===== src/verilog/csw_pkg.sv =====
// Constants for the clock switch and fail-safe monitor block
package csw_pkg;
	// Register byte offsets
	localparam logic [3:0] OFF_OSC  = 4'h0;
	localparam logic [3:0] OFF_MULT = 4'h4;
	localparam logic [3:0] OFF_TRIM = 4'h8;
	localparam logic [3:0] OFF_KEY  = 4'hC;
	// Control register field positions
	localparam int P_CUR     = 12;
	localparam int P_NSEL    = 8;
	localparam int P_CLOCK_CONFIG_LOCK = 7;
	localparam int P_LOCK    = 5;
	localparam int P_CF      = 3;
	localparam int P_SECEN   = 1;
	localparam int P_REQ     = 0;
	localparam int B_HI      = 1;
	localparam int B_LO      = 0;
	// Field widths, reset values and the PLL factor offset
	localparam int SRC_W  = 3;
	localparam int MULT_W = 9;
	localparam int TRIM_W = 6;
	localparam logic [8:0] MULT_RESET  = 9'h030;
	localparam logic [9:0] MULT_OFFSET = 10'h002;
	localparam logic [5:0] TRIM_RESET  = 6'h00;
	// Unlock keys, values arbitrary
	localparam logic [7:0] KEY_FIRST = 8'hA5;
	localparam logic [7:0] KEY_HI    = 8'h5A;
	localparam logic [7:0] KEY_LO    = 8'h3C;
	// Source codes
	localparam logic [2:0] SRC_FRC    = 3'h0;
	localparam logic [2:0] SRC_INTERNAL_RC_WITH_PLL = 3'h1;
	localparam logic [2:0] SRC_PRI    = 3'h2;
	localparam logic [2:0] SRC_PRIPLL = 3'h3;
	localparam logic [2:0] SRC_SEC    = 3'h4;
	localparam logic [2:0] SRC_LOW_POWER_RC   = 3'h5;
	localparam logic [2:0] SRC_DIV16  = 3'h6;
	localparam logic [2:0] SRC_DIVN   = 3'h7;
	// Oscillator enable vector bits
	localparam int E_FRC  = 0;
	localparam int E_LOW_POWER_RC = 1;
	localparam int E_PRI  = 2;
	localparam int E_SEC  = 3;
	localparam int E_PLL  = 4;
	localparam int EN_W   = 5;
	// Timing counts
	localparam logic [3:0] SETTLE_CYCLES = 4'hA;
	localparam logic [1:0] BOOT_CYCLES   = 2'h3; // Third edge sees synced straps
	typedef enum logic [1:0] {ST_IDLE, ST_WAIT, ST_SETTLE} csw_state_t;
endpackage


===== src/verilog/csw_clock_switch.sv =====
// Clock source switch sequencer, PLL and RC trim registers, fail-safe monitor
//
// Chosen here: the register addresses and the Avalon-MM slave port.
`timescale 1ns/1ps
module csw_clock_switch #(
	parameter int FAIL_LOW_POWER_RC_CYCLES = 4,
	parameter int FAIL_W           = 8
) (
	// Clock and resets
	input  wire logic        CLK_I,
	input  wire logic        RESET_I,
	input  wire logic        WARM_RESET_I,
	// Avalon-MM slave
	input  wire logic [3:0]  AVS_ADDRESS_I,
	input  wire logic        AVS_READ_I,
	input  wire logic        AVS_WRITE_I,
	input  wire logic [3:0]  AVS_BYTEENABLE_I,
	input  wire logic [31:0] AVS_WRITEDATA_I,
	output logic      [31:0] AVS_READDATA_O,
	output logic             AVS_WAITREQUEST_O,
	// Configuration straps
	input  wire logic        SWITCH_ENABLE_CFG_I,
	input  wire logic        SWITCH_LOCKABLE_CFG_I,
	input  wire logic [2:0]  INITIAL_SOURCE_CFG_I,
	input  wire logic [1:0]  PRIMARY_SUBMODE_CFG_I,
	// Oscillator status and clocks from outside
	input  wire logic        PRI_READY_I,
	input  wire logic        SEC_READY_I,
	input  wire logic        PLL_LOCK_I,
	input  wire logic        WATCHDOG_EN_I,
	input  wire logic        SLEEP_I,
	input  wire logic        NEW_CLK_I,
	input  wire logic        SYS_CLK_I,
	input  wire logic        LOW_POWER_RC_I,
	// Oscillator controls
	output logic             FRC_EN_O,
	output logic             LOW_POWER_RC_EN_O,
	output logic             PRI_EN_O,
	output logic             SEC_EN_O,
	output logic             PLL_EN_O,
	output logic [2:0]       SYS_CLK_SEL_O,
	output logic [2:0]       TARGET_SEL_O,
	output logic [1:0]       PRIMARY_SUBMODE_O,
	output logic [8:0]       PLL_MULT_CODE_O,
	output logic [9:0]       PLL_FACTOR_O,
	output logic [5:0]       RC_TRIM_CODE_O,
	output logic             SWITCH_BUSY_O,
	output logic             CLOCK_FAIL_TRAP_O
);
	localparam int SYNC_W = 15;

	typedef struct packed {
		logic [SYNC_W-1:0]  sync1;
		logic [SYNC_W-1:0]  sync2;
		logic [2:0]         last;
		logic [1:0]         boot;
		logic [2:0]         cur;
		logic [2:0]         nsel;
		logic [2:0]         target;
		logic               clock_config_lock;
		logic               sec_en;
		logic               req;
		logic               cf;
		logic               lockf;
		logic [8:0]         mult;
		logic [5:0]         trim;
		logic               perm_hi;
		logic               perm_lo;
		logic               key_stage;
		csw_pkg::csw_state_t state;
		logic [3:0]         settle;
		logic [FAIL_W-1:0]  fail_cnt;
		logic               ack;
		logic [31:0]        rdata;
		logic               trap;
		logic [4:0]         en;
	} csw_regs_t;

	csw_regs_t s_reg;
	csw_regs_t s_next;

	// Synchronised pin view
	logic       cfg_sw_n;
	logic       cfg_lockable;
	logic [2:0] cfg_init;
	logic [1:0] cfg_submode;
	logic       pri_rdy;
	logic       sec_rdy;
	logic       pll_lock;
	logic       wdt_en;
	logic       sleep;
	logic       new_clk;
	logic       sys_clk;
	logic       low_power_rc_clk;
	assign {cfg_sw_n, cfg_lockable, cfg_init, cfg_submode, pri_rdy, sec_rdy,
		pll_lock, wdt_en, sleep, new_clk, sys_clk, low_power_rc_clk} = s_reg.sync2;

	// Mode decode
	logic sw_en;
	logic fail_safe_monitor_en;
	logic locked;
	logic booted;
	assign sw_en   = ~cfg_sw_n;
	assign fail_safe_monitor_en = sw_en & ~cfg_lockable;
	assign locked  = s_reg.clock_config_lock & cfg_lockable;
	assign booted  = (s_reg.boot == csw_pkg::BOOT_CYCLES);

	// Edges seen after the synchroniser, so slow clocks only
	logic new_edge;
	logic sys_edge;
	logic low_power_rc_edge;
	assign new_edge  = new_clk & ~s_reg.last[2];
	assign sys_edge  = sys_clk & ~s_reg.last[1];
	assign low_power_rc_edge = low_power_rc_clk & ~s_reg.last[0];

	// Oscillators a source code needs running
	// source code decode
	function automatic logic [4:0] needs(input logic [2:0] src);
		logic [4:0] e;
		e = '0;
		unique case (src)
			csw_pkg::SRC_INTERNAL_RC_WITH_PLL: begin
				e[csw_pkg::E_FRC] = 1'b1;
				e[csw_pkg::E_PLL] = 1'b1;
			end
			csw_pkg::SRC_PRI:    e[csw_pkg::E_PRI] = 1'b1;
			csw_pkg::SRC_PRIPLL: begin
				e[csw_pkg::E_PRI] = 1'b1;
				e[csw_pkg::E_PLL] = 1'b1;
			end
			csw_pkg::SRC_SEC:    e[csw_pkg::E_SEC] = 1'b1;
			csw_pkg::SRC_LOW_POWER_RC:   e[csw_pkg::E_LOW_POWER_RC] = 1'b1;
			default:             e[csw_pkg::E_FRC] = 1'b1;
		endcase
		return e;
	endfunction

	// Bus decode
	logic        bus_req;
	logic        wr_go;
	logic        sel_osc;
	logic        sel_mult;
	logic        sel_trim;
	logic        sel_key;
	logic [31:0] rd_mux;
	logic [4:0]  tgt_need;
	logic        tgt_ready;
	assign bus_req  = AVS_READ_I | AVS_WRITE_I;
	assign wr_go    = AVS_WRITE_I & s_reg.ack;
	assign sel_osc  = (AVS_ADDRESS_I[3:2] == csw_pkg::OFF_OSC[3:2]);
	assign sel_mult = (AVS_ADDRESS_I[3:2] == csw_pkg::OFF_MULT[3:2]);
	assign sel_trim = (AVS_ADDRESS_I[3:2] == csw_pkg::OFF_TRIM[3:2]);
	assign sel_key  = (AVS_ADDRESS_I[3:2] == csw_pkg::OFF_KEY[3:2]);
	// One wait state on every access
	assign AVS_WAITREQUEST_O = bus_req & ~s_reg.ack;

	assign tgt_need  = needs(s_reg.target);
	assign tgt_ready = (~tgt_need[csw_pkg::E_PRI] | pri_rdy)
		& (~tgt_need[csw_pkg::E_SEC] | sec_rdy)
		& (~tgt_need[csw_pkg::E_PLL] | pll_lock);

	// Read mux, reserved bits zero
	always_comb begin
		rd_mux = '0;
		if (sel_osc) begin
			rd_mux[csw_pkg::P_CUR +: csw_pkg::SRC_W]  = s_reg.cur;
			rd_mux[csw_pkg::P_NSEL +: csw_pkg::SRC_W] = s_reg.nsel;
			rd_mux[csw_pkg::P_CLOCK_CONFIG_LOCK] = s_reg.clock_config_lock;
			rd_mux[csw_pkg::P_LOCK]    = s_reg.lockf;
			rd_mux[csw_pkg::P_CF]      = s_reg.cf;
			rd_mux[csw_pkg::P_SECEN]   = s_reg.sec_en;
			rd_mux[csw_pkg::P_REQ]     = s_reg.req;
		end else if (sel_mult) begin
			rd_mux[csw_pkg::MULT_W-1:0] = s_reg.mult;
		end else if (sel_trim) begin
			rd_mux[csw_pkg::TRIM_W-1:0] = s_reg.trim;
		end
	end

	// Next-state logic
	always_comb begin
		s_next       = s_reg;
		s_next.trap  = 1'b0;
		s_next.sync1 = {SWITCH_ENABLE_CFG_I, SWITCH_LOCKABLE_CFG_I, INITIAL_SOURCE_CFG_I,
			PRIMARY_SUBMODE_CFG_I, PRI_READY_I, SEC_READY_I, PLL_LOCK_I, WATCHDOG_EN_I,
			SLEEP_I, NEW_CLK_I, SYS_CLK_I, LOW_POWER_RC_I};
		s_next.sync2 = s_reg.sync1;
		s_next.last  = {new_clk, sys_clk, low_power_rc_clk};
		s_next.ack   = bus_req & ~s_reg.ack;
		if (AVS_READ_I & ~s_reg.ack) begin
			s_next.rdata = rd_mux;
		end
		s_next.lockf = pll_lock & s_reg.en[csw_pkg::E_PLL];

		// Straps settle through the synchroniser before loading
		if (!booted) begin
			s_next.boot = s_reg.boot + 2'h1;
			s_next.cur  = cfg_init;
			s_next.nsel = cfg_init;
		end

		// Unlock keys; any other write drops a half-done sequence
		if (wr_go & ~sel_key) begin
			s_next.key_stage = 1'b0;
		end
		if (wr_go & sel_key & AVS_BYTEENABLE_I[0]) begin
			s_next.key_stage = 1'b0;
			if (!s_reg.key_stage) begin
				s_next.key_stage = (AVS_WRITEDATA_I[7:0] == csw_pkg::KEY_FIRST);
			end else if (AVS_WRITEDATA_I[7:0] == csw_pkg::KEY_HI) begin
				s_next.perm_hi = 1'b1;
			end else if (AVS_WRITEDATA_I[7:0] == csw_pkg::KEY_LO) begin
				s_next.perm_lo = 1'b1;
			end
		end

		if (wr_go & sel_osc & AVS_BYTEENABLE_I[csw_pkg::B_HI]) begin
			s_next.perm_hi = 1'b0;
			if (s_reg.perm_hi & ~locked & booted) begin
				s_next.nsel = AVS_WRITEDATA_I[csw_pkg::P_NSEL +: csw_pkg::SRC_W];
			end
		end
		if (wr_go & sel_osc & AVS_BYTEENABLE_I[csw_pkg::B_LO]) begin
			s_next.perm_lo = 1'b0;
			if (s_reg.perm_lo) begin
				if (!locked) begin
					s_next.clock_config_lock = AVS_WRITEDATA_I[csw_pkg::P_CLOCK_CONFIG_LOCK];
				end
				s_next.sec_en = AVS_WRITEDATA_I[csw_pkg::P_SECEN];
				if (!AVS_WRITEDATA_I[csw_pkg::P_CF]) begin
					s_next.cf = 1'b0;
				end
				if (AVS_WRITEDATA_I[csw_pkg::P_REQ] & sw_en & booted) begin
					s_next.req = 1'b1;
				end
			end
		end

		if (wr_go & sel_mult & ~locked) begin
			if (AVS_BYTEENABLE_I[0]) begin
				s_next.mult[7:0] = AVS_WRITEDATA_I[7:0];
			end
			if (AVS_BYTEENABLE_I[1]) begin
				s_next.mult[8] = AVS_WRITEDATA_I[8];
			end
		end
		if (wr_go & sel_trim & AVS_BYTEENABLE_I[0]) begin
			s_next.trim = AVS_WRITEDATA_I[csw_pkg::TRIM_W-1:0];
		end

		unique case (s_reg.state)
			csw_pkg::ST_IDLE: begin
				if (s_reg.req) begin
					if (s_reg.nsel == s_reg.cur) begin
						s_next.req = 1'b0;
					end else begin
						s_next.target = s_reg.nsel;
						s_next.lockf  = 1'b0;
						s_next.cf     = 1'b0;
						s_next.state  = csw_pkg::ST_WAIT;
					end
				end
			end
			csw_pkg::ST_WAIT: begin
				if (tgt_ready) begin
					s_next.settle = '0;
					s_next.state  = csw_pkg::ST_SETTLE;
				end
			end
			csw_pkg::ST_SETTLE: begin
				if (new_edge) begin
					if (s_reg.settle == csw_pkg::SETTLE_CYCLES - 4'h1) begin
						s_next.cur   = s_reg.target;
						s_next.req   = 1'b0;
						s_next.state = csw_pkg::ST_IDLE;
					end else begin
						s_next.settle = s_reg.settle + 4'h1;
					end
				end
			end
		endcase

		if (!sw_en) begin
			if (booted) begin
				s_next.cur = cfg_init;
			end
			s_next.req   = 1'b0;
			s_next.state = csw_pkg::ST_IDLE;
		end

		// A warm reset aborts the sequence but keeps the settings
		if (WARM_RESET_I) begin
			s_next.req       = 1'b0;
			s_next.state     = csw_pkg::ST_IDLE;
			s_next.perm_hi   = 1'b0;
			s_next.perm_lo   = 1'b0;
			s_next.key_stage = 1'b0;
			s_next.fail_cnt  = '0;
		end

		// count RC edges between system clock edges
		if (!fail_safe_monitor_en | sleep | !booted | sys_edge) begin
			s_next.fail_cnt = '0;
		end else if (low_power_rc_edge) begin
			if (s_reg.fail_cnt == FAIL_W'(FAIL_LOW_POWER_RC_CYCLES - 1)) begin
				s_next.fail_cnt = '0;
				s_next.trap     = 1'b1;
				s_next.cf       = 1'b1;
				s_next.req      = 1'b0;
				s_next.state    = csw_pkg::ST_IDLE;
				s_next.cur      = csw_pkg::SRC_FRC;
				if (s_reg.cur == csw_pkg::SRC_INTERNAL_RC_WITH_PLL || s_reg.cur == csw_pkg::SRC_PRIPLL) begin
					s_next.cur = csw_pkg::SRC_INTERNAL_RC_WITH_PLL;
				end
			end else begin
				s_next.fail_cnt = s_reg.fail_cnt + FAIL_W'(1);
			end
		end

		s_next.en = needs(s_next.cur);
		if (s_next.state != csw_pkg::ST_IDLE) begin
			s_next.en = s_next.en | needs(s_next.target);
		end
		if (s_next.sec_en) begin
			s_next.en[csw_pkg::E_SEC] = 1'b1;
		end
		if (wdt_en | (fail_safe_monitor_en & ~sleep)) begin
			s_next.en[csw_pkg::E_LOW_POWER_RC] = 1'b1;
		end
	end

	// State register, power-on reset only
	always_ff @(posedge CLK_I or posedge RESET_I) begin
		if (RESET_I) begin
			s_reg       <= '0;
			s_reg.mult  <= csw_pkg::MULT_RESET;
			s_reg.trim  <= csw_pkg::TRIM_RESET;
			s_reg.state <= csw_pkg::ST_IDLE;
			s_reg.en    <= 5'h01;
		end else begin
			s_reg <= s_next;
		end
	end

	// Outputs
	assign AVS_READDATA_O    = s_reg.rdata;
	assign FRC_EN_O          = s_reg.en[csw_pkg::E_FRC];
	assign LOW_POWER_RC_EN_O         = s_reg.en[csw_pkg::E_LOW_POWER_RC];
	assign PRI_EN_O          = s_reg.en[csw_pkg::E_PRI];
	assign SEC_EN_O          = s_reg.en[csw_pkg::E_SEC];
	assign PLL_EN_O          = s_reg.en[csw_pkg::E_PLL];
	assign SYS_CLK_SEL_O     = s_reg.cur;
	assign TARGET_SEL_O      = s_reg.target;
	assign PRIMARY_SUBMODE_O = cfg_submode;
	assign PLL_MULT_CODE_O   = s_reg.mult;
	assign PLL_FACTOR_O      = {1'b0, s_reg.mult} + csw_pkg::MULT_OFFSET;
	assign RC_TRIM_CODE_O    = s_reg.trim;
	assign SWITCH_BUSY_O     = (s_reg.state != csw_pkg::ST_IDLE);
	assign CLOCK_FAIL_TRAP_O = s_reg.trap;
endmodule


===== config.mk =====
export PLATFORM = sky130hd
export DESIGN_NAME = csw_clock_switch
export DESIGN_NICKNAME = d
export VERILOG_FILES = /design/src/verilog/csw_pkg.sv /design/src/verilog/csw_clock_switch.sv
export SDC_FILE = /design/constraint.sdc
export NUM_CORES = 1
export LEC_CHECK = 0
export BUFFER_PORTS_ARGS = -buffer_cell sky130_fd_sc_hd__buf_2
export CAP_MARGIN = 10
export CORE_ASPECT_RATIO = 1.2
export CORE_UTILIZATION = 48
export CTS_CLUSTER_SIZE = 25
export DETAILED_ROUTE_END_ITERATION = 8
export PLACE_DENSITY = 0.77
export SYNTH_ARGS = -nofsm -noshare
export SYNTH_HDL_FRONTEND = slang
export SYNTH_SLANG_ARGS = --single-unit

===== constraint.sdc =====
create_clock -name CLK_I -period 3.4 [get_ports CLK_I]
set_clock_uncertainty 0.05 [all_clocks]
set_input_delay 0.68 -clock CLK_I [delete_from_list [all_inputs] [get_ports CLK_I]]
set_output_delay 0.68 -clock CLK_I [all_outputs]
set_load 0.005 [all_outputs]

---- After elaboration in Yosys (flattened, before gate mapping) ----
Index checks and enable logic that the tools add are counted.
cells by class
  $add $sub $neg .......................... 4
  eq/ne operators ......................... 32
  multiplexer cells ....................... 93
  bitwise gates (word level) .............. 47
  reductions and logical operators ........ 30
operators with widths
  cell                                                             count
  3-bit 2-to-1 mux                                                 19
  1-bit 2-to-1 mux                                                 43
  2-bit 2-to-1 mux                                                 16
  8-bit 2-to-1 mux                                                 4
  6-bit 2-to-1 mux                                                 5
  1-bit AND                                                        26
  3-bit nonzero test                                               8
  3-bit by 2-bit == test with 1-bit output, second input constant  7
  3-bit == test, second input constant                             5
  3-bit by 1-bit == test with 1-bit output, second input constant  4
  1-bit NOT                                                        12
  2-bit OR reduction                                               6
  9-bit by 2-bit adder with 10-bit output, second input constant   1
  5-bit 2-to-1 mux                                                 2
  8-bit by 1-bit adder with 8-bit output, second input constant    1
  2-bit == test, second input constant                             4
  8-bit by 2-bit == test with 1-bit output, second input constant  1
  8-bit by 6-bit == test with 1-bit output, second input constant  1
  8-bit by 7-bit == test with 1-bit output, second input constant  1
  8-bit == test, second input constant                             1
  1-bit OR                                                         8
  4-bit case mux with 2 select lines                               1
  4-bit AND reduction                                              2
  4-bit OR reduction                                               2
  17 further kinds                                                 26
storage, ports and cells
  bits in registers ....................... 102
  bits of input ports ..................... 60
  output and inout port bits .............. 73
  word-level logic and storage cells ...... 231

---- Longest topological paths before layout ----
  depth in word-level cells ............... 19
  depth in mapped cells ................... 9
  depth with buffers taken out ............ 8

---- Worst setup path before layout ----
No wires, ideal clock.
  path kind ............................... register to register
  start point ............................. register s_reg[51] (netlist bit)
  end point ............................... register s_reg (netlist bit PRI_EN_O)
  library setup time ...................... 0.095 ns
  arrival time ............................ 1.928 ns
  data required time ...................... 3.255 ns
  slack ................................... 1.326 ns
  stages on the path, launching flop included .. 10
  path buffers ............................ 1
  clock period less this slack ............ 2.074 ns
  cells stage by stage .................... dfrtp_1 > inv_1 > ha_1 > nand3b_4 > nor2_8 > o22ai_1 > or3_1 > buf_2 > or3_1 > o31ai_1
RTL lines
  element                 RTL line                 RTL
  start, declared         csw_clock_switch.sv:79   csw_regs_t s_reg;
  start signal, assigned  csw_clock_switch.sv:341  s_reg <= s_next;

---- Worst setup path in the final report ----
  start point ............................. register s_reg (netlist bit PLL_MULT_CODE_O[5])
  end point ............................... output PLL_FACTOR_O[8]
between the ends
  longest elaborated chain between the ends .. 1
ends and longest elaborated chain
  element                                  RTL line                 RTL
  9-bit by 2-bit adder with 10-bit output  csw_clock_switch.sv:356  assign PLL_FACTOR_O = {1'b0, s_reg.mult} + csw_pkg::MULT_OFFSET;
  end, declared                            csw_clock_switch.sv:45   output logic [9:0] PLL_FACTOR_O,
Every way passes these cells.

==> metrics.cfg <==
[status]
status = finished, final reports clean

[final_layout]
n_antenna_cell = 0
drive_gt1_share_pct = 29.16
largest_register_ffs = 34
n_fill_cell = 880
nNetsFinal = 574
area_delta_synth_final_pct = 11.56
final_cell_count_no_fill = 637

[drt]
wl_um = 9872
via_count = 3417
via_per_inst = 5.364
first_pass_iters = 4
antenna_left = 0
drt-initial-drc-count = 181
drc = 0
wire_per_inst_um = 15.50

[global_route]
grt_pass1_vias = 3315
grt_pass1_wl_um = 16030
overflow = 0
grt_max_degree = 43
antenna_found_initial = 0
grt_use_total_pct = 19.58

[power_and_ir_drop]
pwr-share-clk_pct = 37.6
max-vdd-ir-drop_mv = 0.2572
switching_share_pct = 25.70
leakagePower_nw = 2.614
netSwitchingPower_mw = 0.7552
p_int_mw = 2.183
combPwrFrac_pct = 13.5
pwr_density_cell_mw_per_mm2 = 537.1
p_seq_share_pct = 48.9

[clock_network]
ctsResizeCount = 0
cts.path.max_buffers = 2
clk_pin_slew_ns = 0.07
cts_root_buf = clkbuf_16
cts_tree = done
cts_sinks = 102
clock_latency_ns = 0.34
cts_hold_buf = 0
post_cts_buffers = 0
cts_buffers = 9
cts_max_level = 3

[die]
rows = 40
core_mm2 = 0.009960
die_x_um = 94.27
initial_utilization_pct = 49.23
dieHeight_um = 112.7
die-area_mm2 = 0.01063
pin_count = 133

[timing]
hold_viol_final = 0
fin_tns_setup_ns = 0
fin_crit_ns = 2.543
max_freq_mhz = 393.2
rsz0062_at_grt = false
max-slew-margin-rel_pct = 38.68
worst_pin_slew_ns = 0.9179
slew_violations = 0
setup_viol = 0
timing.final.crit_share_pct = 74.80

[yosys]
ys_seq_area_share_pct = 52.13
yosys.cell_count.top_type = dfrtp_1
ys.warnings.count = 0
synth_edf_count = 0
post-synth-top-area-cell = dfrtp_1
synth-seq-cells = 102
synth_area_leaders = dfrtp_1 (51%), buf_4 (8.6%), mux2_2 (4.1%), nand2_1 (2.5%), nor2_1 (2.1%)
netlist_area_mm2 = 0.004903
synthFlopType = dfrtp_1
synth_top_area_share_pct = 50.52
synth_common_cells = dfrtp_1 (99), buf_4 (56), nand2_1 (33)
synth_cell_type_count = 58
synthCells = 451
syn_avg_cell_area_um2 = 10.87
async_flop_share_pct = 100.0

[setup_path]
critPathRequiredTime_ns = 2.67
cp_max_fo = 6
crit_slowest_cell = dfstp_2
critPathBufInv = 1
cp-start-kind = register
path_cells = and3_1, nand3_1, or2_2, xnor2_1, buf_2
cpLargestDelayFamily = simple AND/OR/NAND/NOR gates
crit_arrival_ns = 1.81
critical_path.max_stage_delay_ns = 0.60
crit_type = register to output pin
end_kind = output pin

[job]
maxCapViolCount = 0

[placed_design]
dp_hpwl_um = 7457
dp_cells = 621
port_buffers = 89
gp_congestion = 0.8663

[min_path]
hp-class = register to register

==> per-layer routing <==
layer  wire (µm)  track usage (%)
met3         548            3.091
met4         170            8.513
met1        4157            24.83
met2        4996            32.90
met5           0                0
==> layout make-up <==
class | count | area (µm²) | area share, %
tap | 126 | 157.7 | 2.882
sequential | 102 | 2556 | 46.73
clock inverter | 6 | 93.84 | 1.715
inverter | 14 | 56.30 | 1.029
clock buffer | 10 | 229.0 | 4.186
multi-input combinational | 285 | 1894 | 34.63
timing repair buffer | 94 | 483.0 | 8.829
==> kinds of logic after synthesis <==
family	after synthesis	share of synthesized area, %
and+or+nand+nor	139	16.33
DFF	102	52.13
other	1	0.07648
AOI/OAI and AO/OA	79	10.39
xor gates and xnor gates	13	2.322
adders and majority gates	8	2.041
muxes	28	6.175
buffers and inverters	81	10.54
==> power by group through the flow <==
stage,clock [mW],sequential (mW),combinational [mW]
floorplan,0,1.43,0.343
global placement,0,1.45,0.382
detailed placement,0,1.46,0.399
CTS,1.12,1.44,0.401
global route,1.17,1.45,0.444
finish,1.10,1.44,0.397
==> worst paths after layout <==
path	startpoint	end	slack, ns	depth (start not counted)
worst max-delay path	PLL_MULT_CODE_O[5]$_DFFE_PP1P_	PLL_FACTOR_O[8]	0.86	5
worst min-delay path	s_next[91]$_DFF_PP0_	s_next[88]$_DFF_PP0_	0.30	0
worst max register to register	s_reg[85]$_DFFE_PP0N_	LOW_POWER_RC_EN_O$_DFF_PP0_	0.91	6
worst min register to register	s_next[91]$_DFF_PP0_	s_next[88]$_DFF_PP0_	0.30	0
max in group asynchronous	RESET_I	s_next[88]$_DFF_PP0_	1.98	3
min in group asynchronous	RESET_I	AVS_READDATA_O[12]$_DFFE_PP0P_	0.47	2
==> layout by cell type (no fill, tap or decap), drive strengths merged, types with 9 or more instances in the layout <==
cell / netlist / routed
dfrtp: 99 / 99
buf: 58 / 94
nand2: 34 / 34
nor2: 29 / 29
o21ai: 23 / 23
mux2: 18 / 18
conb: 1 / 18
a21oi: 15 / 15
nand3: 15 / 15
inv: 14 / 14
nor3: 12 / 12
nand2b: 10 / 10
mux2i: 10 / 10
clkbuf: 9 / 10
xnor2: 9 / 9
==> metrics by stage <==
step	cell area, µm²	utilization, %	hold WS, ns	setup slack [ns]	power, mW
finish	5470	54.92	0.2976	0.8569	2.938
CTS	5470	54.92	0.2999	0.8413	2.956
global placement	5147	51.68	0.2821	0.9836	1.834
detailed placement	5147	51.68	0.2847	0.9317	1.859
global route	5470	54.92	0.3025	0.6992	3.073
floorplan	4971	-	0.2812	1.326	1.769
Power figures use the tool's default switching activity.
